### src/design/srx_pkg.sv
// shared constants and types for the special-register / subtract / swap / halt executor
package srx_pkg;
    localparam int DATA_W      = 8;
    localparam int SPEC_N      = 22;   // special-page registers, index 0..21
    localparam int SPEC_IDX_W  = 5;
    localparam int FILE_N      = 128;  // file registers, address 0..127
    localparam int FILE_ADDR_W = 7;
    localparam int WDT_W       = 8;
    localparam int PRE_W       = 8;
    localparam int NIB         = 4;

    // register port map
    localparam logic [7:0] ADDR_ACC     = 8'h00;
    localparam logic [7:0] ADDR_STATUS  = 8'h01;
    localparam logic [7:0] ADDR_TMRMODE = 8'h02;
    localparam logic [7:0] ADDR_WDT     = 8'h03;
    localparam logic [7:0] ADDR_PRE     = 8'h04;
    localparam logic [7:0] ADDR_HALT    = 8'h05;
    localparam logic [7:0] ADDR_SPEC    = 8'h40;  // 0x40 + index
    localparam logic [7:0] ADDR_FILE    = 8'h80;  // 0x80 + address

    // status register bit positions
    localparam int ST_C  = 0;
    localparam int ST_HC = 1;
    localparam int ST_Z  = 2;
    localparam int ST_PD = 3;
    localparam int ST_TO = 4;

    localparam logic [7:0] ZERO8    = 8'h00;
    localparam logic [7:0] ACC_RST  = 8'h00;
    localparam logic [7:0] TMR_RST  = 8'h00;
    localparam logic       TO_RST   = 1'b1;
    localparam logic       PD_RST   = 1'b1;

    typedef enum logic [2:0] {
        SRX_OP_NOP,
        SRX_OP_SPEC_TO_ACC,
        SRX_OP_ACC_TO_SPEC,
        SRX_OP_REG_SUB,
        SRX_OP_IMM_SUB,
        SRX_OP_SWAP,
        SRX_OP_TMR_LOAD,
        SRX_OP_HALT
    } srx_op_t;
endpackage

### src/design/srx_alu_if.sv
// interface between the executor and its subtract / swap unit
`timescale 1ns/1ps
`default_nettype none
interface srx_alu_if;
    import srx_pkg::*;
    logic [DATA_W-1:0] minuend;
    logic [DATA_W-1:0] subtrahend;
    logic [DATA_W-1:0] diff;
    logic              zero;
    logic              half_carry;
    logic              carry;
    logic [DATA_W-1:0] swap_in;
    logic [DATA_W-1:0] swap_out;
    modport core (output minuend, output subtrahend, output swap_in,
                  input diff, input zero, input half_carry, input carry, input swap_out);
    modport alu  (input minuend, input subtrahend, input swap_in,
                  output diff, output zero, output half_carry, output carry, output swap_out);
endinterface
`default_nettype wire

### src/design/srx_alu.sv
// combinational subtract and nibble-swap unit
`timescale 1ns/1ps
`default_nettype none
module srx_alu
    import srx_pkg::*;
(
    srx_alu_if.alu a
);
    logic [DATA_W:0] full;
    logic [NIB:0]    low;

    // subtraction as m + ~s + 1 so carry means no borrow
    always_comb begin
        full         = {1'b0, a.minuend} + {1'b0, ~a.subtrahend} + 9'h001;
        low          = {1'b0, a.minuend[NIB-1:0]} + {1'b0, ~a.subtrahend[NIB-1:0]} + 5'h01;
        a.diff       = full[DATA_W-1:0];
        a.carry      = full[DATA_W];
        a.half_carry = low[NIB];
        a.zero       = (full[DATA_W-1:0] == ZERO8);
        a.swap_out   = {a.swap_in[NIB-1:0], a.swap_in[DATA_W-1:NIB]};
    end
endmodule
`default_nettype wire

### src/design/srx_exec.sv
// executor for special-page moves, subtracts, nibble swap, timer mode load and halt
`timescale 1ns/1ps
`default_nettype none
module srx_exec
    import srx_pkg::*;
#(
    parameter int SPEC_COUNT = SPEC_N,
    parameter int FILE_COUNT = FILE_N
) (
    input  wire logic                   sys_clk,
    input  wire logic                   sys_rst,
    // instruction issue, one per cycle
    input  wire logic                   op_valid,
    input  wire srx_op_t                op_code,
    input  wire logic [SPEC_IDX_W-1:0]  op_spec_idx,
    input  wire logic [FILE_ADDR_W-1:0] op_file_addr,
    input  wire logic                   op_dest,
    input  wire logic [DATA_W-1:0]      op_imm,
    // watchdog tick and wake from halt
    input  wire logic                   wdt_tick,
    input  wire logic                   wake,
    // register port
    input  wire logic [7:0]             reg_addr,
    input  wire logic [DATA_W-1:0]      reg_wdata,
    input  wire logic                   reg_wr,
    input  wire logic                   reg_rd,
    output logic [DATA_W-1:0]           reg_rdata,
    // status outputs
    output logic [DATA_W-1:0]           accumulator,
    output logic [DATA_W-1:0]           timer_mode_register,
    output logic                        zero_flag,
    output logic                        half_carry_flag,
    output logic                        carry_flag,
    output logic                        timeout_flag,
    output logic                        powerdown_flag,
    output logic                        halted
);
    // ==========================================================
    // state
    typedef struct packed {
        logic [DATA_W-1:0] acc;
        logic [DATA_W-1:0] tmode;
        logic              z;
        logic              hc;
        logic              c;
        logic              to;
        logic              pd;
        logic              halt;
        logic [WDT_W-1:0]  wdt;
        logic [PRE_W-1:0]  pre;
        logic [DATA_W-1:0] rdata;
    } srx_state_t;

    srx_state_t s_q;
    srx_state_t s_d;

    // register arrays kept apart from the struct: too large to copy each cycle
    logic [DATA_W-1:0] spec_q [SPEC_COUNT];
    logic [DATA_W-1:0] file_q [FILE_COUNT];

    srx_alu_if alu_bus ();

    srx_alu u_alu (
        .a (alu_bus)
    );

    // ==========================================================
    // helpers
    function automatic logic spec_ok(input logic [SPEC_IDX_W-1:0] i);
        spec_ok = (32'(i) < SPEC_COUNT);
    endfunction

    function automatic logic in_window(input logic [7:0] a, input logic [7:0] base,
                                       input int count);
        in_window = (a >= base) && (32'(a) < 32'(base) + count);
    endfunction

    logic exec;
    logic spec_wr_ins;
    logic file_wr_ins;
    logic [DATA_W-1:0] file_rd;
    logic [DATA_W-1:0] file_wval;
    logic [DATA_W-1:0] spec_rd;
    logic [FILE_ADDR_W-1:0] bus_faddr;
    logic [SPEC_IDX_W-1:0]  bus_sidx;
    logic bus_file_wr;
    logic bus_spec_wr;

    // instructions are ignored while halted
    assign exec      = op_valid && !s_q.halt;
    assign file_rd   = file_q[op_file_addr];
    assign spec_rd   = spec_ok(op_spec_idx) ? spec_q[op_spec_idx] : ZERO8;
    assign bus_faddr = reg_addr[FILE_ADDR_W-1:0];
    assign bus_sidx  = reg_addr[SPEC_IDX_W-1:0];
    assign bus_file_wr = reg_wr && reg_addr >= ADDR_FILE;
    assign bus_spec_wr = reg_wr && in_window(reg_addr, ADDR_SPEC, SPEC_COUNT);

    // operand steering to the subtract/swap unit
    always_comb begin
        alu_bus.minuend    = (op_code == SRX_OP_IMM_SUB) ? op_imm : file_rd;
        alu_bus.subtrahend = s_q.acc;
        alu_bus.swap_in    = file_rd;
    end

    // register-destination writes
    assign spec_wr_ins = exec && op_code == SRX_OP_ACC_TO_SPEC && spec_ok(op_spec_idx);
    assign file_wr_ins = exec && op_dest &&
                         (op_code == SRX_OP_REG_SUB || op_code == SRX_OP_SWAP);
    assign file_wval   = (op_code == SRX_OP_SWAP) ? alu_bus.swap_out : alu_bus.diff;

    // ==========================================================
    // next state
    always_comb begin
        s_d = s_q;
        // watchdog free-runs on its tick, prescaler wraps into counter
        if (wdt_tick) begin
            s_d.pre = s_q.pre + 1'b1;
            if (s_q.pre == {PRE_W{1'b1}}) begin
                s_d.wdt = s_q.wdt + 1'b1;
            end
        end
        if (s_q.halt && wake) begin
            s_d.halt = 1'b0;
        end
        if (exec) begin
            unique case (op_code)
                SRX_OP_NOP: begin
                end
                SRX_OP_SPEC_TO_ACC: begin
                    s_d.acc = spec_rd;
                end
                SRX_OP_ACC_TO_SPEC: begin
                end
                SRX_OP_REG_SUB: begin
                    if (!op_dest) begin
                        s_d.acc = alu_bus.diff;
                    end
                    s_d.z  = alu_bus.zero;
                    s_d.hc = alu_bus.half_carry;
                    s_d.c  = alu_bus.carry;
                end
                SRX_OP_IMM_SUB: begin
                    s_d.acc = alu_bus.diff;
                    s_d.z   = alu_bus.zero;
                    s_d.hc  = alu_bus.half_carry;
                    s_d.c   = alu_bus.carry;
                end
                SRX_OP_SWAP: begin
                    if (!op_dest) begin
                        s_d.acc = alu_bus.swap_out;
                    end
                end
                SRX_OP_TMR_LOAD: begin
                    s_d.tmode = s_q.acc;
                end
                SRX_OP_HALT: begin
                    s_d.wdt  = ZERO8;
                    s_d.pre  = ZERO8;
                    s_d.to   = 1'b1;
                    s_d.pd   = 1'b0;
                    s_d.halt = 1'b1;
                end
            endcase
        end
        // software writes of core registers
        if (reg_wr) begin
            unique case (reg_addr)
                ADDR_ACC:     s_d.acc   = reg_wdata;
                ADDR_TMRMODE: s_d.tmode = reg_wdata;
                ADDR_STATUS: begin
                    s_d.c  = reg_wdata[ST_C];
                    s_d.hc = reg_wdata[ST_HC];
                    s_d.z  = reg_wdata[ST_Z];
                end
                default: begin
                end
            endcase
        end
        // read data, one cycle after the strobe
        s_d.rdata = ZERO8;
        if (reg_rd) begin
            if (reg_addr == ADDR_ACC) begin
                s_d.rdata = s_q.acc;
            end else if (reg_addr == ADDR_STATUS) begin
                s_d.rdata = {3'b000, s_q.to, s_q.pd, s_q.z, s_q.hc, s_q.c};
            end else if (reg_addr == ADDR_TMRMODE) begin
                s_d.rdata = s_q.tmode;
            end else if (reg_addr == ADDR_WDT) begin
                s_d.rdata = s_q.wdt;
            end else if (reg_addr == ADDR_PRE) begin
                s_d.rdata = s_q.pre;
            end else if (reg_addr == ADDR_HALT) begin
                s_d.rdata = {7'h00, s_q.halt};
            end else if (in_window(reg_addr, ADDR_SPEC, SPEC_COUNT)) begin
                s_d.rdata = spec_q[bus_sidx];
            end else if (reg_addr >= ADDR_FILE) begin
                s_d.rdata = file_q[bus_faddr];
            end
        end
    end

    // ==========================================================
    // registers
    always_ff @(posedge sys_clk) begin
        if (sys_rst) begin
            s_q       <= '0;
            s_q.acc   <= ACC_RST;
            s_q.tmode <= TMR_RST;
            s_q.to    <= TO_RST;
            s_q.pd    <= PD_RST;
        end else begin
            s_q <= s_d;
        end
    end

    // special and file arrays; instruction write wins over a bus write
    always_ff @(posedge sys_clk) begin
        if (spec_wr_ins) begin
            spec_q[op_spec_idx] <= s_q.acc;
        end else if (bus_spec_wr) begin
            spec_q[bus_sidx] <= reg_wdata;
        end
        if (file_wr_ins) begin
            file_q[op_file_addr] <= file_wval;
        end else if (bus_file_wr) begin
            file_q[bus_faddr] <= reg_wdata;
        end
    end

    // ==========================================================
    // outputs straight from flops
    assign reg_rdata           = s_q.rdata;
    assign accumulator         = s_q.acc;
    assign timer_mode_register = s_q.tmode;
    assign zero_flag           = s_q.z;
    assign half_carry_flag     = s_q.hc;
    assign carry_flag          = s_q.c;
    assign timeout_flag        = s_q.to;
    assign powerdown_flag      = s_q.pd;
    assign halted              = s_q.halt;
endmodule
`default_nettype wire

### config.mk
export PLATFORM = sky130hd
export DESIGN_NAME = srx_exec
export DESIGN_NICKNAME = d
export VERILOG_FILES = /design/src/design/srx_pkg.sv /design/src/design/srx_alu_if.sv /design/src/design/srx_alu.sv /design/src/design/srx_exec.sv
export SDC_FILE = /design/constraint.sdc
export NUM_CORES = 2
export LEC_CHECK = 0
export BUFFER_PORTS_ARGS = -buffer_cell sky130_fd_sc_hd__buf_2
export CAP_MARGIN = 20
export CELL_PAD_IN_SITES_DETAIL_PLACEMENT = 1
export CELL_PAD_IN_SITES_GLOBAL_PLACEMENT = 1
export CORE_MARGIN = 5
export CORE_UTILIZATION = 56
export DETAILED_ROUTE_END_ITERATION = 10
export PLACE_DENSITY = 0.8
export SYNTH_ARGS = -nofsm -noshare
export SYNTH_HDL_FRONTEND = slang
export SYNTH_SLANG_ARGS = --single-unit
### constraint.sdc
create_clock -name sys_clk -period 11.7 [get_ports sys_clk]
set_clock_uncertainty 0.1 [all_clocks]
set_input_delay 2.34 -clock sys_clk [delete_from_list [all_inputs] [get_ports sys_clk]]
set_output_delay 2.34 -clock sys_clk [all_outputs]
set_load 0.01 [all_outputs]
==> metrics.md <==
| Metric | Value |
|---|---|
| Maximum fanout along the worst path | 114 |
| Crit-path cells | buf_8, buf_4, mux4_2, mux2i_1, a32oi_1, nand4_1, nand2_1, a21oi_2, nand2_1, o21ai_0, ha_1, inv_1, fa_1, a21o_1, a21oi_1, o21a_1, o211ai_1, nor2_1, a21oi_1, a21oi_4, buf_12 |
| First DRT Iteration DRCs | 5,232 |
| Fmax | 0.118 GHz |
| Hold_sp | powerdown_flag |
| Area after DPL | 61,600 sq um |
| Top-count cell post-synth | edfxtp_1 |
| Mean post-synth cell area | 18.3 sq um |
| Via Count | 36,500 |
| Num CTS Buffers | 132 |
| Hold Buf Count CTS | 0 |
| Top post-synthesis cells by area | edfxtp_1 (60%), mux4_2 (25%), mux2i_1 (1.8%), dfxtp_1 (1.5%), nor2_1 (1.5%) |
| Post-CTS Resized | 0 |
| Synth cell count leaders | edfxtp_1 (1,200), mux4_2 (670), nor2_1 (237) |
| Cell area after synthesis | 59,900 sq um |
| Gate power share | 11.6% |
| Cell Pwr Density | 160 nW/um^2 |
| Core outline area | 107,000 sq um |
| Critical Path Slowest Stage Cell | buf_8 |
| Required @ worst endpoint | 12.10 ns |
| Gr usage total | 34.2% |
| Post-synth EDFFs | 1,200 |
| Die height | 337 um |
| Multi-input logic area | 21,600 sq um |
| Grt total ovfl | 0 |
| Fin. Hold Viols | 0 |
| Critical R2R Launch | file_q[39][0] |
| Row count | 120 |
| Vias per cell | 7.55 |
| FF+latch count, synth | 1,245 |
| Post-synth top area share | 60.1% |
| Post-DP HPWL | 121 mm |
| Unrepaired setup endpoints after global routing | false |
| Combinational family with the most area after synthesis | multiplexers |
| Reg-to-Reg End | file_q[46][6] |
| Status | complete, no violations |
| Syn_nets | 3,326 |
| Die Area | 114,000 sq um |
| Most used DFF post-synth | edfxtp_1 |
| Synth warn | 0 |
| Worst reg2reg setup slack | 5.65 ns |
| Pins Over Slew Limit | 0 |
| Yosys top cell by area | edfxtp_1 |
| Router iterations before antenna repair | 7 |
| Max-slew headroom | 5.77% |
| Fill cells | 8,988 |
| Final setup violation count | 0 |
| Initial core utilization | 56.2% |
| Port bufs | 75 |
| GPL Wtd Cong | 0.907 |
| Worst Hold Path EP | powerdown_flag |
| Worst Setup Start Kind | input pin |
| XOR/XNOR Fraction of Synth Area | 0.292% |
| Design area | 66,300 sq um |
| Clock sinks | 1,245 |
| Total internal power | 7.94 mW |
| Min-Delay Path Depth | 1 |
| Simple-gate area share of the yosys netlist | 4.07% |
| Sw frac | 25.0% |
| CP Data Arrival Time | 8.87 ns |
| Post-CTS setup buffers | 0 |
| Vias in the first global route | 37,900 |
| ANT nets after route | 0 |
| Leak | 20.9 nW |
| Mux cell area share after synthesis | 27.5% |
| I/O pin count | 77 |
| Clock slew at reported path FFs | 0.06 ns |
| Fraction of layout cells with a size suffix above 1 | 32.8% |
| Post-synthesis compound-gate area fraction | 3.55% |
| Synth unique cells | 67 |
| Fraction of registers with async set/reset | 0% |
| H-tree depth | 4 |
| DRT Wirelength | 194 mm |
| Root buf cell | clkbuf_16 |
| Mapped Cells | 3,266 |
| CP peak stage delay | 0.76 ns |
| First-pass GRT wire length | 276 mm |
| Slew @ Worst Pin | 1.41 ns |
| Hold WC Path Type | register to register |
| Pin count of the biggest net entering global routing | 129 |
| Fin nets | 3,393 |
| Setup TNS | 0 ns |
| CTS tree | yes |
| Area grow syn2layout | 10.7% |
| Max clock buf depth | 3 |
| Net switching power | 2.65 mW |
| Synth Area in Adders | 0.284% |
| Tmin final | 8.47 ns |
| Final Cycle Share | 72.4% |
| Clock latency on the worst-skew pair | 0.77 ns |
| Sequential area share after synthesis | 61.6% |
| DRC Markers | 0 |
| Initial antenna violation count | 7 |
| Max Cap Violations | 0 |
| Drt wl/cell | 40.0 um |
| Worst setup path class | input pin to register |
| Clk pwr share | 39.2% |
| VDD IR-drop max | 0.117 mV |
| Reg power frac | 49.2% |
| Register area | 36,900 sq um |
| Die X-Extent | 337 um |
| Path depth of the worst reg2reg path | 17 |
| Crit end category | register |
==> final cells by class <==
| cell class | count | area share [%] |
|---|---|---|
| Timing Repair Buffer | 209 | 2.58 |
| Multi-Input combinational cell | 1711 | 32.5 |
| Clock inverter | 69 | 0.951 |
| Antenna cell | 5 | 0.0189 |
| Inverter | 34 | 0.200 |
| Tap cell | 1403 | 2.65 |
| Clock buffer | 166 | 5.38 |
| Sequential cell | 1245 | 55.7 |
==> power groups by stage <==
stage / clock network (mW) / logic [mW] / registers, mW
CTS: 4.16 / 1.20 / 5.21
floorplan: 0 / 0.718 / 5.36
finish: 4.15 / 1.23 / 5.21
global route: 4.40 / 1.28 / 5.21
detailed placement: 0 / 1.19 / 5.30
global placement: 0 / 1.13 / 5.30
==> cells by family after synthesis <==
logic type,count (synthesis)
compound gates,310
xor+xnor,20
fa+ha+maj,13
buf+inv,310
flops,1245
mux,807
other cells,1
simple gates,560
==> critical path: cells and delay by family <==
family,cells,cell delay (ns)
AND/OR/NAND/NOR,4,0.65
buffers and inverters,4,2.02
multiplexers,2,0.61
adder cells (fa/ha/maj),2,0.64
AO/OA/AOI/OAI,9,2.36
==> metrics by stage <==
step	hold slack (ns)	util (%)	std cells	power, mW	setup WS, ns
after floorplan	0.380	-	3266	6.08	1.14
after CTS	0.449	61.8	4796	10.6	3.33
after global placement	0.408	57.7	4547	6.43	2.78
after detailed placement	0.435	57.8	4561	6.50	2.53
after global routing	0.451	62.2	4839	10.9	2.94
final	0.445	62.2	4842	10.6	3.23
==> cells in the final DEF, fill, tap and decap left out, types with 24 or more instances in the layout <==
| cell | instances |
|---|---|
| nor3_1 | 27 |
| clkbuf_1 | 27 |
| buf_6 | 49 |
| nand3_1 | 40 |
| a21oi_1 | 55 |
| nand2_1 | 158 |
| a32oi_1 | 30 |
| mux2_2 | 32 |
| buf_2 | 68 |
| o21ai_0 | 52 |
| nor2_1 | 233 |
| clkbuf_16 | 138 |
| clkinv_1 | 24 |
| a221oi_1 | 29 |
| inv_1 | 32 |
| mux2i_1 | 105 |
| a31oi_1 | 26 |
| buf_4 | 80 |
| a211oi_1 | 24 |
| edfxtp_1 | 1200 |
| dfxtp_1 | 45 |
| mux4_2 | 670 |
==> state kept, by name (all words and copies together) (netlist names) <==
name,cells
carry_flag,1
s_q,16
spec_q,176
file_q,1024
powerdown_flag,1
half_carry_flag,1
zero_flag,1
timer_mode_register,8
halted,1
reg_rdata,8
accumulator,8
==> worst max path at each step <==
stage	startpoint	end	cells after the start
floorplan	op_file_addr[0]	file_q[0][6]	19
global placement	op_file_addr[0]	file_q[36][6]	19
detailed placement	op_file_addr[0]	file_q[35][6]	19
CTS	op_file_addr[0]	file_q[64][4]	18
global route	op_file_addr[0]	file_q[66][4]	20
finish	op_file_addr[1]	file_q[46][6]	21
==> routing by layer <==
layer	track usage (%)	share of wire (%)	vias to the layer above
li1	-	-	13900
met1	44.7	34	19200
met2	54.6	48	2765
met3	8.35	11	593
met4	16.7	5.7	4
met5	0	0.014	-
Power figures use the tool's default switching activity.
